--- config.mk ---
export PLATFORM = sky130hd
export DESIGN_NAME = bavs_select
export DESIGN_NICKNAME = d
export VERILOG_FILES = /design/src/rtl/bavs_pkg.sv /design/src/rtl/bavs_select.sv
export SDC_FILE = /design/constraint.sdc
export NUM_CORES = 1
export LEC_CHECK = 0
export ABC_AREA = 1
export BUFFER_PORTS_ARGS = -buffer_cell sky130_fd_sc_hd__buf_2
export CELL_PAD_IN_SITES_DETAIL_PLACEMENT = 1
export CELL_PAD_IN_SITES_GLOBAL_PLACEMENT = 2
export CORE_UTILIZATION = 29
export CTS_BUF_LIST = sky130_fd_sc_hd__clkbuf_8
export CTS_CLUSTER_DIAMETER = 100
export CTS_CLUSTER_SIZE = 12
export DETAILED_ROUTE_END_ITERATION = 7
export PLACE_DENSITY = 0.88
export REMOVE_ABC_BUFFERS = 1
export SETUP_SLACK_MARGIN = 0.15
export SYNTH_ARGS = -nofsm -noshare
export SYNTH_HDL_FRONTEND = slang
export SYNTH_SLANG_ARGS = --single-unit
--- constraint.sdc ---
create_clock -name sys_clk_i -period 1.1 [get_ports sys_clk_i]
set_input_delay 0.11 -clock sys_clk_i [delete_from_list [all_inputs] [get_ports sys_clk_i]]
set_output_delay 0.11 -clock sys_clk_i [all_outputs]
set_load 0.01 [all_outputs]
--- src/rtl/bavs_pkg.sv ---
// Package of constants for the bus address and vector select block
package bavs_pkg;

   // ------------------------------------------------------------------
   // Address space
   // ------------------------------------------------------------------
   localparam int          ADDR_W        = 16;
   localparam logic [15:0] IO_PAGE_LO    = 16'hE000;  // Octal 160000
   localparam logic [15:0] IO_PAGE_HI    = 16'hFFF0;  // Octal 177760
   localparam int          BASE_LSB      = 4;         // Octal 20 boundary
   localparam int          BASE_MSB      = 12;
   localparam int          BASE_W        = 9;         // Bits 12..4
   localparam logic [8:0]  BASE_DEFAULT  = 9'h12C;    // Bits 12,9,7,6
   localparam int          WSEL_LSB      = 1;         // Word select bits
   localparam int          WSEL_W        = 3;         // Eight words
   localparam logic [1:0]  STRAP_SETTLE  = 2'h2;      // Strap sync edges

   // ------------------------------------------------------------------
   // Interrupt vectors
   // ------------------------------------------------------------------
   localparam int          VEC_W         = 9;         // Octal 000..770
   localparam int          VEC_SEL_LSB   = 3;
   localparam int          VEC_SEL_W     = 6;         // Bits 8..3
   localparam logic [5:0]  VEC_DEFAULT   = 6'h20;     // Bit 8 set
   localparam logic [8:0]  VEC_ERR_OFS   = 9'h004;    // Error is plus four

   // ------------------------------------------------------------------
   // Interrupt source selection
   // ------------------------------------------------------------------
   typedef enum logic [1:0] {
      BAVS_IRQ_IDLE = 2'b00,
      BAVS_IRQ_DONE = 2'b01,
      BAVS_IRQ_ERR  = 2'b11
   } bavs_irq_t;

endpackage

--- src/rtl/bavs_select.sv ---
// Address compare, register select and interrupt vector select logic
`timescale 1ns/1ps
`default_nettype none
// ---------------------------------------------------------------------
// Overview of operation
// - Base address lies in octal 760000..777760 on octal 20 boundaries.
// - Control/status register sits at base; others at fixed offsets.
// - Each base jumper gives one bit: installed is 1, removed is 0.
// - Default base is octal 771300: bits 12, 9, 7, 6 set.
// - Two interrupt requests: completion (conversion/DMA) and error.
// - Completion vector selectable octal 000..770 in steps of 10.
// - Error vector always equals completion vector plus four.
// - Default completion vector octal 400: vector bit 8 jumper only.
// - Block of eight consecutive words starting at base is claimed.
// ---------------------------------------------------------------------
module bavs_select (
   // Clock and reset
   input  wire logic        sys_clk_i,
   input  wire logic        resetn_i,
   input  wire logic        clk_en_i,
   // Jumpers, installed reads as 1
   input  wire logic [8:0]  base_jumper_i,
   input  wire logic [5:0]  vec_jumper_i,
   // Bus address cycle
   input  wire logic        bus_sync_i,
   input  wire logic [15:0] bus_addr_i,
   // Interrupt events from the conversion logic, acknowledge from the host
   input  wire logic        done_req_i,
   input  wire logic        err_req_i,
   input  wire logic        irq_ack_i,
   // Decode results
   output logic             dev_sel_o,
   output logic [2:0]       reg_sel_o,
   output logic             csr_sel_o,
   // Interrupt request and vector, base address
   output logic             irq_o,
   output logic [8:0]       irq_vec_o,
   output logic [15:0]      base_addr_o
);

   // ------------------------------------------------------------------
   // State record
   // ------------------------------------------------------------------
   typedef struct packed {
      logic [14:0]          sync_s1;   // Jumper pins, first stage
      logic [14:0]          sync_s2;   // Jumper pins, second stage
      logic [1:0]           strap_cnt; // Edges since reset release
      logic [8:0]           base;
      logic [5:0]           vec;
      logic                 dev_sel;
      logic [2:0]           reg_sel;
      logic                 csr_sel;
      logic                 done_pend;
      logic                 err_pend;
      bavs_pkg::bavs_irq_t  irq_st;
      logic [8:0]           irq_vec;
      logic                 irq_act;
      logic                 strap_done;
   } bavs_state_t;

   bavs_state_t st_q;
   bavs_state_t st_d;
   logic        addr_hit;
   logic [15:0] base_full;

   // Base word as a full bus address
   assign base_full = {3'b111, st_q.base, 4'h0};

   // Upper address match against the strapped base
   assign addr_hit = (bus_addr_i[15:bavs_pkg::BASE_LSB]
                      == base_full[15:bavs_pkg::BASE_LSB]);

   // ------------------------------------------------------------------
   // Next state
   // ------------------------------------------------------------------
   always_comb begin
      st_d = st_q;
      // Jumper pins are asynchronous; two stages before anything reads them
      st_d.sync_s1 = {base_jumper_i, vec_jumper_i};
      st_d.sync_s2 = st_q.sync_s1;
      // Straps captured once, after both stages hold the pin levels;
      // a jumper moved while running is ignored until the next reset
      if (!st_q.strap_done) begin
         if (st_q.strap_cnt == bavs_pkg::STRAP_SETTLE) begin
            st_d.base       = st_q.sync_s2[14:6];
            st_d.vec        = st_q.sync_s2[5:0];
            st_d.strap_done = 1'b1;
         end else begin
            st_d.strap_cnt  = st_q.strap_cnt + 2'h1;
         end
      end
      // Decode a bus address cycle
      st_d.dev_sel = bus_sync_i && addr_hit;
      st_d.reg_sel = bus_addr_i[bavs_pkg::WSEL_LSB +: bavs_pkg::WSEL_W];
      st_d.csr_sel = bus_sync_i && addr_hit
                     && (bus_addr_i[3:1] == 3'h0);
      // Pending events; set wins over acknowledge clear,
      // so an event landing on the acknowledge edge is not lost
      if (irq_ack_i && st_q.irq_st == bavs_pkg::BAVS_IRQ_DONE)
         st_d.done_pend = 1'b0;
      if (irq_ack_i && st_q.irq_st == bavs_pkg::BAVS_IRQ_ERR)
         st_d.err_pend = 1'b0;
      if (done_req_i)
         st_d.done_pend = 1'b1;
      if (err_req_i)
         st_d.err_pend = 1'b1;
      // Request arbitration, error first
      case (st_q.irq_st)
         bavs_pkg::BAVS_IRQ_IDLE: begin
            if (st_q.err_pend) begin
               st_d.irq_st  = bavs_pkg::BAVS_IRQ_ERR;
               st_d.irq_vec = {st_q.vec, 3'h0}
                              + bavs_pkg::VEC_ERR_OFS;
            end else if (st_q.done_pend) begin
               st_d.irq_st  = bavs_pkg::BAVS_IRQ_DONE;
               st_d.irq_vec = {st_q.vec, 3'h0};
            end
         end
         bavs_pkg::BAVS_IRQ_DONE,
         bavs_pkg::BAVS_IRQ_ERR: begin
            if (irq_ack_i)
               st_d.irq_st = bavs_pkg::BAVS_IRQ_IDLE;
         end
         default: st_d.irq_st = bavs_pkg::BAVS_IRQ_IDLE;
      endcase
      // Request line is a flop of its own, high outside the idle state
      st_d.irq_act = (st_d.irq_st != bavs_pkg::BAVS_IRQ_IDLE);
   end

   // ------------------------------------------------------------------
   // State register
   // ------------------------------------------------------------------
   always_ff @(posedge sys_clk_i or negedge resetn_i) begin
      if (!resetn_i) begin
         // Factory straps stand until the pins have been captured
         st_q            <= '0;
         st_q.base       <= bavs_pkg::BASE_DEFAULT;
         st_q.vec        <= bavs_pkg::VEC_DEFAULT;
         st_q.irq_st     <= bavs_pkg::BAVS_IRQ_IDLE;
      end else if (clk_en_i) begin
         st_q <= st_d;
      end
   end

   // Outputs straight from flip-flops
   assign dev_sel_o   = st_q.dev_sel;
   assign reg_sel_o   = st_q.reg_sel;
   assign csr_sel_o   = st_q.csr_sel;
   assign irq_o       = st_q.irq_act;
   assign irq_vec_o   = st_q.irq_vec;
   assign base_addr_o = base_full;
endmodule // bavs_select
`default_nettype wire
# [After elaboration in Yosys (flattened, before gate mapping)]
# Cells that the tools add are included.
[totals] register_bits=67 out_inout_bits=31
[op_classes] n_addsub=2 n_eq_ne=4 mux=10 bitwise_logic=2 n_reduce_logical=16
[ops] op="$mux 11" count=2
[ops] op="$eq 12x12->1" count=1
[ops] op="$add 9x3->9 const B" count=1
[ops] op="$reduce_and 3->1" count=3
[ops] op="$reduce_bool 2->1" count=4
[ops] op="$mux 1" count=6
[ops] op="$eq 2x2->1 const B" count=2
[ops] op="$logic_and 1x1->1" count=4
[ops] op="$pmux 2 s2" count=1
[ops] op="$reduce_and 2->1" count=2
[ops] op="$logic_not 3->1" count=1
[ops] op="$add 2x1->2 const B" count=1
[ops] op="$eq 2x1->1 const B" count=1
[ops] op="$logic_not 2->1" count=1
[ops] op="$mux 2" count=1
[ops] op="$not 1->1" count=2
[ops] op="$reduce_or 2->1" count=1

# [Longest topological paths before layout]
# Gate-level depths: netlist of run 1.
[depth] depth_word=4 ltp_mapped=8 mapped_depth_nobuf=8

# [Least setup slack after synthesis of run 1]
# No wires, ideal clock.
[synth_path] path_type="reg-to-reg" start="reg st_q[35] (netlist bit)" end="reg st_q (netlist bit base_addr_o[12])" setup_ns=0.079 t_arrival_ns=1.049 required_time_ns=1.021 slack_ns=-0.028 path_stages_with_launch=7 path_buffers=1 period_less_slack_ns=1.128 cell_sequence="dfrtp_1 > inv_1 > ha_1 > nand3_1 > clkbuf_1 > nand2_1 > o21ai_0"
[synth_between] elab_chain_len=2
[synth_rtl] element="start, declared" line_no="bavs_select.sv:61" rtl="bavs_state_t st_q;"
[synth_rtl] element="start signal, assigned" line_no="bavs_select.sv:141" rtl="st_q <= st_d;"
[synth_rtl] element="$eq 2x2->1" line_no="bavs_select.sv:84" rtl="if (st_q.strap_cnt == bavs_pkg::STRAP_SETTLE) begin"
[synth_rtl] element="$reduce_and 3->1 (no line)"
# Every way passes these cells.
# A chain may end at the register's enable or synchronous reset.

# [Worst setup path after layout of run 1]
[layout_path] start="reg st_q (netlist bit base_addr_o[7])" end="out base_addr_o[7]"
[layout_lines] element="end, declared" line_no="bavs_select.sv:38" rtl="output logic [15:0] base_addr_o"
# No word-level cell between the ends.

==> results of run 1 <==
[routing by layer]
layer | track usage (%) | up-vias
li1 | - | 1232
met1 | 17.43 | 1189
met2 | 26.28 | 30
met3 | 3.078 | 7
met4 | 7.582 | 0
met5 | 0 | -
[worst max-delay path: stages, from the launching register on]
cell and delay [ns]:
sky130_fd_sc_hd__dfstp_2 0.55, sky130_fd_sc_hd__buf_6 0.11, sky130_fd_sc_hd__buf_6 0.09
[cells by family after synthesis]
family	after synthesis	synth area share (%)
adders and majority gates	1	0.4315
xor gates and xnor gates	1	0.3022
DFF	65	56.32
AOI/OAI and AO/OA	37	6.646
other	2	0.2591
buffers and inverters	76	13.85
and+or+nand+nor	162	22.18
[registers in the layout, summed over array words and instances (netlist names)]
name and flops:
base_addr_o 9, csr_sel_o 1, dev_sel_o 1, irq_o 1, irq_vec_o 7, reg_sel_o 3, st_d 15, st_q 28
[power by group]
group          internal, µW  switching, µW  leakage [µW]
Clock                  1560            913      0.000126
Sequential             2600            121      0.000809
Combinational           673            747       0.00130
Total                  4830           1780       0.00223
[layout make-up]
class | instances | area, µm²
fillers | 1158 | 5353
flip-flops and latches | 65 | 1633
multi-input cells | 211 | 1160
repair buffers | 129 | 1018
well taps | 133 | 166.4
inverters | 37 | 156.4
clock buffers | 10 | 137.6
clock inverters | 6 | 105.1
[stage by stage]
stage / instance area, µm² / TNS [ns] / instances / utilization [%] / hold slack (ns)
2_1_floorplan: 2663 / -4.923 / 312 / - / -0.1856
3_3_place_gp: 3279 / -0.7245 / 521 / 33.71 / 0.1528
3_5_place_dp: 3279 / -1.506 / 521 / 33.71 / 0.1597
4_1_cts: 4145 / -0.6172 / 579 / 42.61 / 0.1083
5_1_grt: 4377 / -1.636 / 591 / 44.98 / 0.1216
6_report: 4377 / -0.5016 / 591 / 44.98 / 0.1265
[path summary, 6_finish.rpt]
path | from | endpoint | cells past startpoint
worst max-delay path | base_addr_o[7] | base_addr_o[7] | 2
worst min-delay path | irq_ack_i | st_q[12] | 4
worst max register to register | base_addr_o[7] | csr_sel_o | 7
worst min register to register | reg_sel_o[2] | reg_sel_o[2] | 2
max in group asynchronous | resetn_i | base_addr_o[7] | 3
min in group asynchronous | resetn_i | st_d[42] | 3
[repair_timing]
| item | CTS | global route |
|---|---|---|
| cloned | 3 | 0 |
| endpoints found under the setup margin | 51 | 54 |
| hold endpoints to repair | 80 | 0 |
| setup buffers | 18 | 12 |
| gates resized for setup | 85 | 40 |
| hold buffers | 21 | 0 |
| pin swaps | 15 | 15 |
[synthesized netlist by cell type (all sizes together) (2+ instances only)]
| cell type | n |
|---|---|
| buf | 35 |
| nor3 | 2 |
| or2 | 2 |
| nor2 | 11 |
| conb | 2 |
| o31ai | 2 |
| o21ai | 33 |
| inv | 37 |
| dfstp | 5 |
| clkbuf | 4 |
| nand2 | 140 |
| nand3 | 6 |
| dfrtp | 60 |
==> summary.md, run 1 <==
### Clock network
- 2 — maximum buffer depth of the clock tree
- 3 — H-tree Lvls
- 65 — clk sink count
- built — TritonCTS clock tree
- sky130_fd_sc_hd__clkbuf_8 — clk root buf
- 9 — number of CTS-inserted buffers
- 0.34 ns — insertion delay of the later-clocked pin in the worst-skew pair
- 0.07 ns — CTS clk-pin slew, worst paths

### Detailed routing
- 12.41 µm — average wire length per cell after detail routing
- 3.909 mm — DR WL met2
- met4 — top layer reached by signal wires
- 2458 — DR vias
- 3.136 mm — M1 WL
- 0 — Antenna Violating Nets Remaining
- 155 µm — total met3 wirelength after detailed routing
- 65 — starting DRC count in detailed routing
- 0 — DRC violation count after routing
- 4.159 — Vias/cell
- 4 — Initial DRT Pass Iterations
- 7.337 mm — sum of routed wire length over all layers

### Die
- 9729 µm² — core area
- 10400 µm² — die area
- 29.80% — initial standard-cell utilization of the core
- 102.0 µm — die outline width
- 69 — Boundary Pins
- 102.0 µm — Die Y
- 36 — FP Rows

### Run
- 0 — max-cap violations

### STA
- 0 — Slew Limit Fails
- 1.197 ns — clock period minus worst slack
- yes — setup repair after global routing missed its margin
- 18 — final setup violating endpoints
- 108.8% — final worst-path cycle share
- -0.09669 ns — PnR worst setup slack
- 835.6 MHz — Fmax achieved
- 0.004395 ns — Final Skew
- 0 — number of hold violations in the final report

### Logic synthesis
- 56.32% — share of synthesized area occupied by flip-flops and latches
- 0 — Yosys Warn Count
- 8.427 µm² — synthesized area divided by synthesized cell count
- 2899 µm² — Netlist Area Pre-Place
- sky130_fd_sc_hd__dfrtp_1 — Yosys top cell by area
- 344 — count of mapped cells out of synthesis
- 65 — synthesized flop and latch total
- sky130_fd_sc_hd__dfrtp_1 — leading register cell type out of synthesis
- 0 — EDFF count, synth
- 100.0% — post-synthesis async set-or-reset flop share
- sky130_fd_sc_hd__dfrtp_1 (52%), sky130_fd_sc_hd__nand2_1 (18%), sky130_fd_sc_hd__buf_4 (7.5%) — top cells by area in the synthesized netlist
- 22 — Synth cell types
- 51.79% — area share of the largest cell type after synthesis

### Run status
- finished with violations — result of the run
- setup timing — violated checks

### Min path
- input port to register — worst hold-check path type

### Cells and area
- 492 — Final Net Count
- sky130_fd_sc_hd__nand2_1 (111), sky130_fd_sc_hd__dfrtp_1 (60), sky130_fd_sc_hd__buf_2 (50) — commonest cells after routing, fill and taps aside
- sky130_fd_sc_hd__nand2_1 — most common cell after layout, fill and taps aside
- 50.97% — layout-stage area growth over the synthesis result
- 41.70% — layout cells sized above 1
- 0 — Antenna Cells

### Critical path
- register to output pin — Crit Path Category
- 0.99 ns — WP data required
- -0.06 ns — register-to-register setup slack
- output pin — endpoint kind of the worst setup timing path
- 1.09 ns — data arrival time at the worst-slack endpoint
- 2 — crit path max fanout
- register — startpoint types

### Power and ir drop
- 1511 nW/µm² — Power per Cell Area
- 0.002232 µW — Leak Pwr
- 0.7527 mV — maximum resistive drop on vdd
- 6614 µW — total chip power

### Placement
- 0.7445 — gp weighted congestion
- -0.1104 ns — worst slack at placement
- 58 — count of buffers inserted at the top-level ports
- 4.496 mm — post-detail-place hpwl

### Global route
- 15.02% — GRT Total Usage
- 2513 — via count of the first global-routing pass
- 0 — number of antenna violations at the first check in global routing
- 0 — global route total overflow
- 11.67 mm — wire length of the first global-routing pass
- 66 — largest net degree at the start of global routing

No activity file was read; power rests on OpenSTA's default activity.
==> run 2, diff against run 1 <==
--- a/config.mk
+++ b/config.mk
@@ -6,7 +6,7 @@
 export NUM_CORES = 1
 export LEC_CHECK = 0
 export ABC_AREA = 1
-export BUFFER_PORTS_ARGS = -buffer_cell sky130_fd_sc_hd__buf_2
+export BUFFER_PORTS_ARGS = -buffer_cell sky130_fd_sc_hd__buf_4
 export CELL_PAD_IN_SITES_DETAIL_PLACEMENT = 1
 export CELL_PAD_IN_SITES_GLOBAL_PLACEMENT = 2
 export CORE_UTILIZATION = 29
==> summary.md, run 2 (synthesis results as in run 1) <==
### Run status
- finished with violations — result of the run
- setup timing — violated checks

### Critical path
- register — startpoint types
- output pin — endpoint kind of the worst setup timing path
- 6 — depth of the worst register-to-register path
- register to output pin — Crit Path Category
- sky130_fd_sc_hd__buf_6 — cell mode on critical path
- 1.06 ns — data arrival time at the worst-slack endpoint
- 0.99 ns — WP data required
- sky130_fd_sc_hd__dfstp_2 — cell with the largest stage delay on the worst path
- 3 — crit path max fanout
- -0.06 ns — register-to-register setup slack
- 0.55 ns — crit-path max cell delay
- st_q[35] — critical register-to-register path startpoint
- st_q[24] — Reg2Reg Capture Point
- buf_6 -> buf_6 — ordered cell list for the critical path

### Power and ir drop
- 0.002235 µW — Leak Pwr
- 0.5430 mV — maximum resistive drop on vdd
- 1306 nW/µm² — Power per Cell Area
- 5754 µW — total chip power

### STA
- 20 — final setup violating endpoints
- 0 — Slew Limit Fails
- 0.006303 ns — Final Skew
- 851.4 MHz — Fmax achieved
- yes — setup repair after global routing missed its margin
- 1.174 ns — clock period minus worst slack
- 106.8% — final worst-path cycle share
- 0.1303 ns — final hold slack
- -0.07447 ns — PnR worst setup slack
- 0 — number of hold violations in the final report

### Cells and area
- 1137 µm² — area used by multi-input combinational logic
- 0 — Antenna Cells
- 1147 — # fillers
- 487 — Final Net Count
- 586 — post-route insts no fill
- st_q — register containing the most flip-flops in the final layout
- sky130_fd_sc_hd__nand2_1 — most common cell after layout, fill and taps aside
- 28 — flip-flop count of the largest register after layout
- 1633 µm² — total area of sequential cells
- 51.96% — layout-stage area growth over the synthesis result
- 39.74% — layout cells sized above 1
- sky130_fd_sc_hd__nand2_1 (114), sky130_fd_sc_hd__buf_4 (65), sky130_fd_sc_hd__dfrtp_1 (60) — commonest cells after routing, fill and taps aside

### Detailed routing
- 4.198 — Vias/cell
- 32 — starting DRC count in detailed routing
- 0 — DRC violation count after routing
- 0 — Antenna Violating Nets Remaining
- 12.48 µm — average wire length per cell after detail routing
- 3 — Initial DRT Pass Iterations
- 2460 — DR vias
- 7.313 mm — sum of routed wire length over all layers

### Placement
- -0.1027 ns — worst slack at placement
- 525 — placed instance count
- 58 — count of buffers inserted at the top-level ports
- 0.7127 — gp weighted congestion
- 4.705 mm — post-detail-place hpwl

### Die
- 10400 µm² — die area
- 29.80% — initial standard-cell utilization of the core
- 102.0 µm — Die Y
- 69 — Boundary Pins
- 36 — FP Rows
- 9729 µm² — core area
- 102.0 µm — die outline width

### Clock network
- sky130_fd_sc_hd__clkbuf_8 — clk root buf
- 3 — H-tree Lvls
- 2 — maximum buffer depth of the clock tree
- 65 — clk sink count
- 0.07 ns — CTS clk-pin slew, worst paths
- built — TritonCTS clock tree
- 9 — number of CTS-inserted buffers
- 0.33 ns — insertion delay of the later-clocked pin in the worst-skew pair

### Min path
- irq_ack_i — hold_sp
- 4 — Min-Delay Path Depth
- input port to register — worst hold-check path type
- st_q[12] — Hold Crit Endpoint

### Global route
- 22 — largest net degree at the start of global routing
- 0 — number of antenna violations at the first check in global routing
- 0 — global route total overflow
- 14.58% — GRT Total Usage
- 11.66 mm — wire length of the first global-routing pass
- 2551 — via count of the first global-routing pass

### Run
- 0 — max-cap violations

## run 2: cell types whose count changed in the layout (fill, tap and decap cells not counted), sizes merged
cell	previous run	this run
inv	37	39
bufinv	3	0
clkbuf	10	9
buf	108	103
clkinv	3	5
## run 2: repair_timing
item,4_1_cts,5_1_grt
hold buffers,21,0
pin swaps,11,12
gates resized for setup,97,31
endpoints found under the setup margin,52,54
cloned,3,0
hold endpoints to repair,81,0
buffers inserted,11,10
## run 2: report_power, final
group / internal, µW / switching (µW) / total [µW]
Clock: 781 / 887 / 1670
Sequential: 2610 / 140 / 2750
Combinational: 656 / 684 / 1340
Total: 4040 / 1710 / 5750
## run 2: layer usage
metal  track usage (%)  vias up  share of wire, %
met5                 0        -                 0
met4             5.934        0               1.4
met3             2.736        9               2.5
met2             25.81       31                54
met1             17.40     1194                42
li1                  -     1226                 -
## run 2: final cells by class
type | instances | area share [%]
Clock buffer | 9 | 2.812
Clock inverter | 7 | 0.7384
Inverter | 37 | 3.550
Multi-Input combinational cell | 211 | 25.82
Sequential cell | 65 | 37.06
Tap cell | 133 | 3.777
Timing Repair Buffer | 124 | 26.24
## run 2: worst max-delay path by stage
stage / endpoint / from / slack [ns]
3_5_place_dp: base_addr_o[4] / st_q[35] / -0.10
3_3_place_gp: csr_sel_o / base_addr_o[7] / -0.04
5_1_grt: csr_sel_o / base_addr_o[7] / -0.14
4_1_cts: base_addr_o[7] / base_addr_o[7] / -0.09
6_report: base_addr_o[12] / base_addr_o[12] / -0.07
2_1_floorplan: base_addr_o[12] / st_q[35] / -0.33
## run 2: critical path, delay by kind of cell, from the launching register on
family   cells  cell delay [ns]
buf+inv      2             0.19
flops        1             0.55
## run 2: through the flow
step / cell area [µm²] / util (%) / setup TNS [ns]
2_1_floorplan: 2663 / - / -4.923
3_3_place_gp: 3467 / 35.64 / -0.3325
3_5_place_dp: 3467 / 35.64 / -1.519
4_1_cts: 4222 / 43.39 / -0.5227
5_1_grt: 4405 / 45.28 / -2.045
6_report: 4405 / 45.28 / -0.8221
